### config.mk
export PLATFORM = sky130hd
export DESIGN_NAME = pmbc_top
export DESIGN_NICKNAME = d
export VERILOG_FILES = /design/src/pkg/pmbc_pkg.sv /design/src/verilog/pmbc_rate.sv /design/src/verilog/pmbc_sync.sv /design/src/verilog/pmbc_top.sv
export SDC_FILE = /design/constraint.sdc
export NUM_CORES = 1
export LEC_CHECK = 0
export ABC_AREA = 1
export CAP_MARGIN = 40
export CORE_MARGIN = 5
export CORE_UTILIZATION = 35
export DETAILED_ROUTE_END_ITERATION = 8
export DONT_BUFFER_PORTS = 1
export PLACE_DENSITY_LB_ADDON = 0.1
export SYNTH_ARGS = -nofsm -noshare
export SYNTH_HDL_FRONTEND = slang
export SYNTH_SLANG_ARGS = --single-unit
### constraint.sdc
create_clock -name pclk -period 2.18 [get_ports pclk]
set_clock_uncertainty 0.2 [all_clocks]
set_input_delay 0.109 -clock pclk [delete_from_list [all_inputs] [get_ports pclk]]
set_output_delay 0.109 -clock pclk [all_outputs]
set_load 0.005 [all_outputs]
### src/pkg/pmbc_pkg.sv
package pmbc_pkg;
   // Register indices; byte address is four times the index
   localparam logic [15:0] PMBC_IDX_PWR = 16'h0087;
   localparam logic [15:0] PMBC_IDX_CF2 = 16'h401D;
   localparam logic [15:0] PMBC_IDX_CF1 = 16'h401E;
   localparam int PMBC_AW = 18;
   localparam logic [PMBC_AW-1:0] PMBC_ADDR_PWR = {PMBC_IDX_PWR, 2'b00};
   localparam logic [PMBC_AW-1:0] PMBC_ADDR_CF2 = {PMBC_IDX_CF2, 2'b00};
   localparam logic [PMBC_AW-1:0] PMBC_ADDR_CF1 = {PMBC_IDX_CF1, 2'b00};

   // Reset values
   localparam logic [7:0] PMBC_PWR_RST = 8'h00;
   localparam logic [7:0] PMBC_CF1_RST = 8'h00;
   localparam logic [7:0] PMBC_CF2_RST = 8'h00;

   // Power control fields
   localparam int PMBC_PC_IDLE = 0;
   localparam int PMBC_PC_STOP = 1;
   localparam int PMBC_PC_DEEP = 2;
   localparam logic [7:0] PMBC_PC_WMASK = 8'h3F;
   localparam logic [7:0] PMBC_PC_MODEMASK = 8'h07;

   // First configuration fields
   localparam int PMBC_C1_LVDIS = 7;
   localparam int PMBC_C1_WARN_IE = 6;
   localparam int PMBC_C1_WDOG_EN = 5;
   localparam int PMBC_C1_RATE = 1;
   localparam logic [7:0] PMBC_C1_WMASK = 8'hE6;

   // Second configuration fields
   localparam int PMBC_C2_LVR = 6;
   localparam int PMBC_C2_WDTBOOT = 5;
   localparam int PMBC_C2_WDTRST = 4;
   localparam int PMBC_C2_LVW = 0;
   localparam logic [7:0] PMBC_C2_MASK = 8'hF3;

   // Flash sector geometry: 128-byte sectors in a 16 kB array
   localparam int PMBC_FA_W = 14;
   localparam int PMBC_SEC_LSB = 7;
   localparam logic [6:0] PMBC_LAST_SEC = 7'h7F;

   // Power modes
   typedef enum logic [1:0] {PM_NORMAL, PM_STANDBY, PM_SLEEP, PM_ULP} pmbc_mode_t;
endpackage

### src/verilog/pmbc_rate.sv
`timescale 1ns/10ps
// System clock rate strobe: one pulse every 1, 2, 4 or 8 cycles
module pmbc_rate (
   // Clock and reset
   input wire logic clk,
   input wire logic rst_n,
   // Rate code and strobe
   input wire logic [1:0] sel,
   output logic tick
);
   logic [2:0] cnt_reg;
   logic [2:0] mask;

   // Code n divides by two to the n
   always_comb begin
      mask = 3'((4'h1 << sel) - 4'h1);
   end

   // Free running count; strobe when the selected low bits wrap
   always_ff @(posedge clk or negedge rst_n) begin
      if (!rst_n) begin
         cnt_reg <= 3'h0;
         tick <= 1'b0;
      end else begin
         cnt_reg <= cnt_reg + 3'h1;
         tick <= ((cnt_reg & mask) == 3'h0);
      end
   end
endmodule

### src/verilog/pmbc_sync.sv
`timescale 1ns/10ps
// Two-stage synchroniser for pin-level inputs
module pmbc_sync #(
   parameter int W = 1
) (
   // Clock and reset
   input wire logic clk,
   input wire logic rst_n,
   // Data
   input wire logic [W-1:0] d,
   output logic [W-1:0] q
);
   logic [W-1:0] meta_reg;

   // First stage feeds only the second
   always_ff @(posedge clk or negedge rst_n) begin
      if (!rst_n) begin
         meta_reg <= '0;
         q <= '0;
      end else begin
         meta_reg <= d;
         q <= meta_reg;
      end
   end
endmodule

### src/verilog/pmbc_top.sv
`timescale 1ns/10ps
// Functional notes
// - Low three control bits decode as normal, standby, sleep or ultra-low sleep.
// - Standby stops the processor clock and the watchdog; normal mode follows own enables.
// - Any interrupt, reset or debug request ends standby.
// - Sleep cuts the fast clock and keeps the watchdog disabled.
// - Sleep ends only on external or RTC interrupt, reset or debug.
// - Deep-sleep bit picks ultra-low sleep, only while sleep bit is set.
// - Wakeup clears the sleep, standby and deep-sleep bits in hardware.
// - Bits five to three are plain software flags without effect.
// - Supply reset fires below threshold unless the disable bit is one.
// - Warning interrupt needs detect disable low and warning enable high.
// - Configuration bit five enables the watchdog.
// - Rate field picks full, half, quarter or eighth system clock rate.
// - Second register bits seven to six choose the reset threshold.
// - Second register bits one to zero choose the warning threshold.
// - Boot-on-watchdog bit restarts from boot code after watchdog reset.
// - Watchdog overflow resets the chip when the reset enable is set.
// - Second configuration register loads from the image, read-only to software.
// - The last 128-byte flash sector is always protected.
// - Partial mode guards sectors zero to end sector; full mode guards all.
module pmbc_top (
   // Clock and reset
   input wire logic pclk,
   input wire logic presetn,
   // APB slave
   input wire logic psel,
   input wire logic penable,
   input wire logic pwrite,
   input wire logic [pmbc_pkg::PMBC_AW-1:0] paddr,
   input wire logic [31:0] pwdata,
   output logic [31:0] prdata,
   output logic pready,
   output logic pslverr,
   // Wake sources: on-chip ones share pclk, pins are synchronised
   input wire logic irq_any,
   input wire logic rtc_irq,
   input wire logic ext_irq_pin,
   input wire logic debug_req_pin,
   // Analog detector levels
   input wire logic regulated_supply_low_pin,
   input wire logic main_supply_low_pin,
   // Watchdog
   input wire logic wdt_overflow,
   // Programmed image, valid from reset
   input wire logic [7:0] image_config_second,
   input wire logic image_prot_full,
   input wire logic image_prot_partial,
   input wire logic [6:0] image_prot_end_sector,
   // Flash access check
   input wire logic [pmbc_pkg::PMBC_FA_W-1:0] flash_addr,
   output logic flash_protected,
   // Clock and power controls
   output logic cpu_clk_stop,
   output logic fast_clk_off,
   output logic ulp_sleep,
   output logic watchdog_run,
   output logic sys_clk_tick,
   output logic [1:0] system_clock_rate_select,
   // Supply monitor
   output logic [1:0] reset_threshold_select,
   output logic [1:0] warning_threshold_select,
   output logic lv_reset_req,
   output logic lv_warning_irq,
   // Watchdog outcome
   output logic wdt_reset_req,
   output logic boot_from_loader
);
   import pmbc_pkg::*;

   logic [7:0] power_control_reg;
   logic [7:0] boot_config_first_reg;
   logic [7:0] boot_config_second_reg;
   logic loaded_reg;
   logic prot_full_reg;
   logic prot_partial_reg;
   logic [6:0] prot_end_reg;
   pmbc_mode_t mode_reg;
   pmbc_mode_t mode_next;
   logic [3:0] pins_s;
   logic ext_irq_s;
   logic debug_s;
   logic vdd_low_s;
   logic vcc_low_s;
   logic wake;
   logic acc;
   logic wr_en;
   logic hit;
   logic [7:0] rd_byte;
   logic [6:0] sector;

   // Pin levels cross into pclk before use
   pmbc_sync #(.W(4)) u_sync (
      .clk(pclk),
      .rst_n(presetn),
      .d({ext_irq_pin, debug_req_pin, regulated_supply_low_pin, main_supply_low_pin}),
      .q(pins_s)
   );
   assign ext_irq_s = pins_s[3];
   assign debug_s = pins_s[2];
   assign vdd_low_s = pins_s[1];
   assign vcc_low_s = pins_s[0];

   // Strobe at the rate picked by the first configuration register
   pmbc_rate u_rate (
      .clk(pclk),
      .rst_n(presetn),
      .sel(boot_config_first_reg[PMBC_C1_RATE+:2]),
      .tick(sys_clk_tick)
   );

   // Access decode; one wait state so every output stays registered
   assign acc = psel & penable;
   assign wr_en = acc & pwrite & pready;
   assign hit = (paddr == PMBC_ADDR_PWR) | (paddr == PMBC_ADDR_CF1) |
                (paddr == PMBC_ADDR_CF2);

   // Read mux; reserved bits are masked at the store so read as zero
   always_comb begin
      rd_byte = 8'h00;
      case (paddr)
         PMBC_ADDR_PWR: rd_byte = power_control_reg;
         PMBC_ADDR_CF1: rd_byte = boot_config_first_reg;
         PMBC_ADDR_CF2: rd_byte = boot_config_second_reg;
         default: rd_byte = 8'h00;
      endcase
   end

   // APB answer: pready one cycle after the access phase opens
   always_ff @(posedge pclk or negedge presetn) begin
      if (!presetn) begin
         pready <= 1'b0;
         prdata <= 32'h0000_0000;
         pslverr <= 1'b0;
      end else begin
         pready <= acc & ~pready;
         if (acc & ~pready) begin
            prdata <= pwrite ? 32'h0000_0000 : {24'h00_0000, rd_byte};
            pslverr <= ~hit;
         end
      end
   end

   // Mode decode from the low control bits; deep bit counts only with sleep
   always_comb begin
      mode_next = PM_NORMAL;
      case ({power_control_reg[PMBC_PC_STOP], power_control_reg[PMBC_PC_IDLE]})
         2'b00: mode_next = PM_NORMAL;
         2'b01: mode_next = PM_STANDBY;
         2'b10,
         2'b11: mode_next = power_control_reg[PMBC_PC_DEEP] ? PM_ULP : PM_SLEEP;
         default: mode_next = PM_NORMAL;
      endcase
   end

   always_ff @(posedge pclk or negedge presetn) begin
      if (!presetn) begin
         mode_reg <= PM_NORMAL;
      end else begin
         mode_reg <= mode_next;
      end
   end

   // Wake qualification differs by mode; sleep ignores ordinary interrupts
   always_comb begin
      wake = 1'b0;
      case (mode_reg)
         PM_NORMAL: wake = 1'b0;
         PM_STANDBY: wake = irq_any | debug_s;
         PM_SLEEP,
         PM_ULP: wake = ext_irq_s | rtc_irq | debug_s;
         default: wake = 1'b0;
      endcase
   end

   // Power control: a software write beats a same-cycle wake, as it is a new request
   always_ff @(posedge pclk or negedge presetn) begin
      if (!presetn) begin
         power_control_reg <= PMBC_PWR_RST;
      end else if (wr_en && paddr == PMBC_ADDR_PWR) begin
         power_control_reg <= pwdata[7:0] & PMBC_PC_WMASK;
      end else if (wake) begin
         power_control_reg <= power_control_reg & ~PMBC_PC_MODEMASK;
      end
   end

   // First configuration: software writable fields only
   always_ff @(posedge pclk or negedge presetn) begin
      if (!presetn) begin
         boot_config_first_reg <= PMBC_CF1_RST;
      end else if (wr_en && paddr == PMBC_ADDR_CF1) begin
         boot_config_first_reg <= pwdata[7:0] & PMBC_C1_WMASK;
      end
   end

   // Image fields caught once after reset release; writes never reach them
   always_ff @(posedge pclk or negedge presetn) begin
      if (!presetn) begin
         loaded_reg <= 1'b0;
         boot_config_second_reg <= PMBC_CF2_RST;
         prot_full_reg <= 1'b0;
         prot_partial_reg <= 1'b0;
         prot_end_reg <= 7'h00;
      end else if (!loaded_reg) begin
         loaded_reg <= 1'b1;
         boot_config_second_reg <= image_config_second & PMBC_C2_MASK;
         prot_full_reg <= image_prot_full;
         prot_partial_reg <= image_prot_partial;
         prot_end_reg <= image_prot_end_sector;
      end
   end

   // Clock and watchdog controls follow the registered mode
   always_ff @(posedge pclk or negedge presetn) begin
      if (!presetn) begin
         cpu_clk_stop <= 1'b0;
         fast_clk_off <= 1'b0;
         ulp_sleep <= 1'b0;
         watchdog_run <= 1'b0;
      end else begin
         cpu_clk_stop <= (mode_reg != PM_NORMAL);
         fast_clk_off <= (mode_reg == PM_SLEEP) | (mode_reg == PM_ULP);
         ulp_sleep <= (mode_reg == PM_ULP);
         watchdog_run <= boot_config_first_reg[PMBC_C1_WDOG_EN] &
                         (mode_reg == PM_NORMAL);
      end
   end

   // Supply monitor; thresholds pass to the analog detectors
   always_ff @(posedge pclk or negedge presetn) begin
      if (!presetn) begin
         lv_reset_req <= 1'b0;
         lv_warning_irq <= 1'b0;
         reset_threshold_select <= 2'b00;
         warning_threshold_select <= 2'b00;
         system_clock_rate_select <= 2'b00;
      end else begin
         lv_reset_req <= ~boot_config_first_reg[PMBC_C1_LVDIS] & vdd_low_s;
         lv_warning_irq <= ~boot_config_first_reg[PMBC_C1_LVDIS] &
                           boot_config_first_reg[PMBC_C1_WARN_IE] & vcc_low_s;
         reset_threshold_select <= boot_config_second_reg[PMBC_C2_LVR+:2];
         warning_threshold_select <= boot_config_second_reg[PMBC_C2_LVW+:2];
         system_clock_rate_select <= boot_config_first_reg[PMBC_C1_RATE+:2];
      end
   end

   // Watchdog overflow outcome; boot select rides with the reset pulse
   always_ff @(posedge pclk or negedge presetn) begin
      if (!presetn) begin
         wdt_reset_req <= 1'b0;
         boot_from_loader <= 1'b0;
      end else begin
         wdt_reset_req <= wdt_overflow & boot_config_second_reg[PMBC_C2_WDTRST];
         boot_from_loader <= wdt_overflow & boot_config_second_reg[PMBC_C2_WDTRST] &
                             boot_config_second_reg[PMBC_C2_WDTBOOT];
      end
   end

   // Flash protection lookup, one cycle latency
   assign sector = flash_addr[PMBC_FA_W-1:PMBC_SEC_LSB];
   always_ff @(posedge pclk or negedge presetn) begin
      if (!presetn) begin
         flash_protected <= 1'b1;
      end else begin
         flash_protected <= (sector == PMBC_LAST_SEC) |
                            prot_full_reg |
                            (prot_partial_reg & (sector <= prot_end_reg));
      end
   end
endmodule
## Word level (Yosys, flattened, before mapping)

Cells that the tools add are included.

| operators by class | value |
|---|---|
| add/sub/neg operators | 2 |
| equal/unequal tests | 10 |
| bitwise logic cells | 23 |
| multiplexer cells | 7 |
| shift-type cells | 1 |
| magnitude comparators | 1 |
| reductions and logical operators | 9 |

Operator list:

| kind | count |
|---|---|
| $eq 18x17->1 const B | 2 |
| $pmux 8 s3 | 1 |
| $eq 18x10->1 const B | 1 |
| $mux 8 | 2 |
| $and 1x1->1 | 11 |
| $eq 2x2->1 const B | 4 |
| $or 1x1->1 | 8 |
| $eq 7x7->1 const B | 1 |
| $le 7x7->1 | 1 |
| $pmux 2 s3 | 1 |
| $eq 2x1->1 const B | 2 |
| $logic_not 2->1 | 2 |
| $reduce_bool 2->1 | 2 |
| $reduce_or 2->1 | 2 |
| $add 3x1->3 const B | 1 |
| $and 3x3->3 | 1 |
| $logic_not 3->1 | 1 |
| $mux 3 | 1 |
| $not 1->1 | 3 |
| $pmux 1 s3 | 1 |
| $shl 1x2->3 const A | 1 |
| $sub 3x1->3 const B | 1 |
| $logic_and 1x1->1 | 2 |
| $mux 1 | 1 |

| storage, ports and cells | value |
|---|---|
| bits in registers | 92 |
| input bits | 93 |

## Depth between registers and ports, before layout

| depth | value |
|---|---|
| word-level depth | 5 |
| gate-level depth with buffers | 9 |
| depth with buffers taken out | 9 |

## Hierarchy

A second synthesis with hierarchy kept.

| unflattened totals | value |
|---|---|
| cells, all modules | 305 |
| area total of the unflattened synthesis | 2991.6 µm² |

Modules (own cells, without submodules):

| module | seq. area each (µm²) | instances | cells each | area each (µm²) |
|---|---|---|---|---|
| pmbc_top | 1352.5 | 1 | 283 | 2640.0 |
| pmbc_sync | 200.2 | 1 | 8 | 200.2 |
| pmbc_rate | 100.1 | 1 | 14 | 151.4 |

## Worst setup path before layout

OpenSTA, ideal clock, no wires.

| timing path | value |
|---|---|
| path type | register to register |
| from | reg loaded_reg |
| to | reg prot_end_reg[0] |
| setup slack | 0.803 ns |
| stages on the path, launching flop included | 4 |
| period minus slack after synthesis | 1.377 ns |
| buffers on the path | 2 |
| arrival | 1.053 ns |
| data required time | 1.855 ns |
| cell sequence | dfrtp_1 > clkbuf_1 > buf_2 > mux2_2 |

RTL lines:

| item | RTL line | text |
|---|---|---|
| start, declared | pmbc_top.sv:74 | `logic loaded_reg;` |
| start signal, assigned | pmbc_top.sv:199 | `loaded_reg <= 1'b0;` |
| start signal, assigned | pmbc_top.sv:205 | `loaded_reg <= 1'b1;` |
| end signal, assigned | pmbc_top.sv:209 | `prot_end_reg <= image_prot_end_sector;` |
| end, declared | pmbc_top.sv:77 | `logic [6:0] prot_end_reg;` |

No word-level cell between the ends.

## Worst setup path after layout

| timing path | value |
|---|---|
| from | in paddr[8] (netlist name) |
| to | reg power_control_reg[3] |

| between the ends | value |
|---|---|
| longest elaborated chain between the ends | 2 |

RTL lines:

| item | RTL line | text |
|---|---|---|
| start, declared | pmbc_top.sv:30 | `input wire logic [pmbc_pkg::PMBC_AW-1:0] paddr,` |
| $eq 18x10->1 | pmbc_top.sv:180 | `end else if (wr_en && paddr == PMBC_ADDR_PWR) begin` |
| $logic_and 1x1->1 | pmbc_top.sv:180 |  |
| end signal, assigned | pmbc_top.sv:181 | `power_control_reg <= pwdata[7:0] & PMBC_PC_WMASK;` |
| end signal, assigned | pmbc_top.sv:183 | `power_control_reg <= power_control_reg & ~PMBC_PC_MODEMASK;` |
| end, declared | pmbc_top.sv:71 | `logic [7:0] power_control_reg;` |

No other way between the ends.
A chain may end at the register's enable or synchronous reset.

==> impl_metrics.py <==
metrics = {
    "outcome": {
        "status": "completed",
    },
    "final_layout": {
        "synthToLayoutAreaGrowth_pct": 30.7,
        "fin_cells": 502,
        "drive_above_1_share": 0.137,
        "finalNetCount": 490,
        "largest_reg_flops": 8,
        "diodes": 0,
        "design_area_mm2": 0.00403,
    },
    "route": {
        "wl_um": 7010,
        "first_pass_iters": 4,
        "dr_total_vias": 2234,
        "dr.first_iter.drc_count": 90,
        "detail_route.wl_per_cell_um": 14.0,
        "drc": 0,
        "ant_nets": 0,
        "vias_per_cell": 4.45,
    },
    "sta": {
        "tightest_slew_ns": 0.535,
        "min_period_ns": 2.05,
        "setup_viol": 0,
        "finalHoldWorstSlack_ns": 0.00725,
        "tns_ns": 0,
        "finalHoldViolCount": 0,
        "fin_crit_sh": 0.940,
        "max_slew_margin": 0.643,
        "slew_violations": 0,
        "rsz0062_at_grt": "no",
        "fmax_ghz": 0.488,
    },
    "setup_path": {
        "crit_type": "input port to flop",
        "worstPathMaxFanout": 10,
        "cp.arrival_ns": 2.12,
        "critPathRequiredTime_ns": 2.26,
        "end_kind": "flop",
        "crit_path_start_kind": "input port",
    },
    "floorplan": {
        "dieHeight_um": 104,
        "start_util": 0.357,
        "die_area_mm2": 0.0108,
        "ioPinCount": 143,
        "die_w_um": 104,
        "num_rows": 34,
        "core_mm2": 0.00864,
    },
    "hold_path": {
        "hold_class": "input port to flop",
    },
    "run": {
        "maxCapViolCount": 0,
    },
    "synthesis": {
        "yosysSeqAreaShare": 0.536,
        "synthArstFlopShare": 1.00,
        "syn-cell-area_mm2": 0.00308,
        "synth_flop_cell": "dfrtp_1",
        "synth_cell_types": 32,
        "synth_warnings": 0,
        "synthCells": 315,
        "ys_seq_elements": 66,
        "synth_area_per_cell_um2": 9.78,
        "synth-edff-count": 0,
    },
    "place": {
        "dp_hpwl_um": 4820,
        "place.gp.congestion": 0.747,
        "placed_cell_area_mm2": 0.00310,
        "dp_cells": 417,
        "io_buffers": 0,
    },
    "clocking": {
        "clkTransAtPathRegs_ns": 0.07,
        "cts_buffer_depth": 2,
        "htreeDepth": 3,
        "worstSkewPairLatency_ns": 0.34,
        "clockRootBuffer": "clkbuf_8",
        "cts_made_buffers": 9,
        "clkSinkCount": 66,
        "cts_tree": "built",
    },
    "global_routing": {
        "grt_max_degree": 67,
        "antenna_found_initial": 0,
        "globalRoute.totalOverflow": 0,
        "grt_pass1_wl_um": 11900,
        "grt_usage": 0.137,
        "grt_pass1_vias": 2344,
    },
    "pwr": {
        "p_clk_frac": 0.401,
        "combPwrFrac": 0.095,
        "finalPower_mw": 2.60,
        "p_switching_uw": 642,
        "p_leak_nw": 1.96,
        "intPower_mw": 1.95,
        "p_sw_frac": 0.247,
        "powerDensity_mw_per_mm2": 644,
        "peakVddDrop_uv": 393,
        "seqPwrFrac": 0.504,
    },
}
==> cell usage in the layout (no fill, tap or decap), types with 5 or more instances in the layout <==
cell type      Yosys  final
a21oi_1           13     13
inv_1             30     30
nand3_1           23     23
clkbuf_8           0     10
nand3_2            6      6
nor2_4             7      8
ha_1               8      8
o21ai_1           11     10
mux2_2             6      6
dlygate4sd3_1      0     66
nor2_1            28     28
o21ai_0            5      5
dfrtp_1           65     65
nand4_1           10     10
nand2_1           49     49
conb_1             2     25
==> cells by family after synthesis <==
group,after synthesis,share of synthesized area
xor+xnor,1,0.00284
simple gates,136,0.239
other cells,2,0.00244
fa+ha+maj,8,0.0325
compound gates,33,0.0564
flops,66,0.536
mux,6,0.0219
buf+inv,63,0.109
==> worst max-delay path, cell delays in order <==
cell and delay [ns]:
dlygate4sd3_1 0.55, nor3_2 0.43, nand4_4 0.24, inv_2 0.12, nand2_1 0.06, dlygate4sd3_1 0.56, nand2_1 0.06
==> layout make-up <==
class                   count  area, um2
well taps                 108        135
clock inverters             6       66.3
clock buffers              10        138
flip-flops and latches     66       1650
multi-input cells         209       1190
inverters                  32        120
repair buffers             71        728
fillers                   841       4610
==> synthesized netlist by cell type, drive strengths merged (2+ instances only) <==
library cell | n | area (um2)
ha | 8 | 100
conb | 2 | 7.51
nand4 | 11 | 83.8
buf | 26 | 196
mux2 | 6 | 67.6
a21oi | 13 | 65.1
inv | 32 | 120
nand3 | 30 | 193
nand2 | 52 | 203
dfrtp | 65 | 1630
o21a | 2 | 15.0
o21ai | 16 | 80.1
clkbuf | 5 | 18.8
nor2 | 39 | 223
nor3 | 2 | 20.0
==> repair_timing <==
item,CTS,global route
buffers inserted,0,0
endpoints found under the setup margin,0,4
resized for setup,0,4
hold buffers,69,0
hold endpoints to repair,108,0
==> power groups by stage <==
stage / Combinational, mW / Sequential, mW / Clock [mW]
6_report: 0.247 / 1.31 / 1.04
5_1_grt: 0.283 / 1.31 / 1.14
4_1_cts: 0.248 / 1.31 / 1.09
3_5_place_dp: 0.137 / 1.33 / 0
3_3_place_gp: 0.134 / 1.33 / 0
2_1_floorplan: 0.150 / 1.32 / 0
==> worst paths after layout <==
check                           slack, ns                   end  depth (start not counted)               start
worst min-delay path                0.007             prdata[5]                          6           paddr[16]
min in group asynchronous            0.13      prot_partial_reg                          2             presetn
worst max-delay path                 0.13  power_control_reg[3]                          7            paddr[8]
max in group asynchronous            1.36       flash_protected                          2             presetn
worst max register to register       0.21  power_control_reg[3]                          7              pready
worst min register to register       0.15           u_sync.q[0]                          0  u_sync.meta_reg[0]
==> through the flow <==
stage	setup WS, ns	utilization
2_1_floorplan	0.803	-
3_3_place_gp	0.698	0.359
3_5_place_dp	0.692	0.359
4_1_cts	0.103	0.465
5_1_grt	0.00604	0.467
6_report	0.131	0.467
==> metal layers <==
layer / GRT usage / share of wire
met1: 0.174 / 0.45
met2: 0.212 / 0.46
met3: 0.0516 / 0.077
met4: 0.0472 / 0.017
met5: 0 / 0
(Power assumes the default switching activity.)
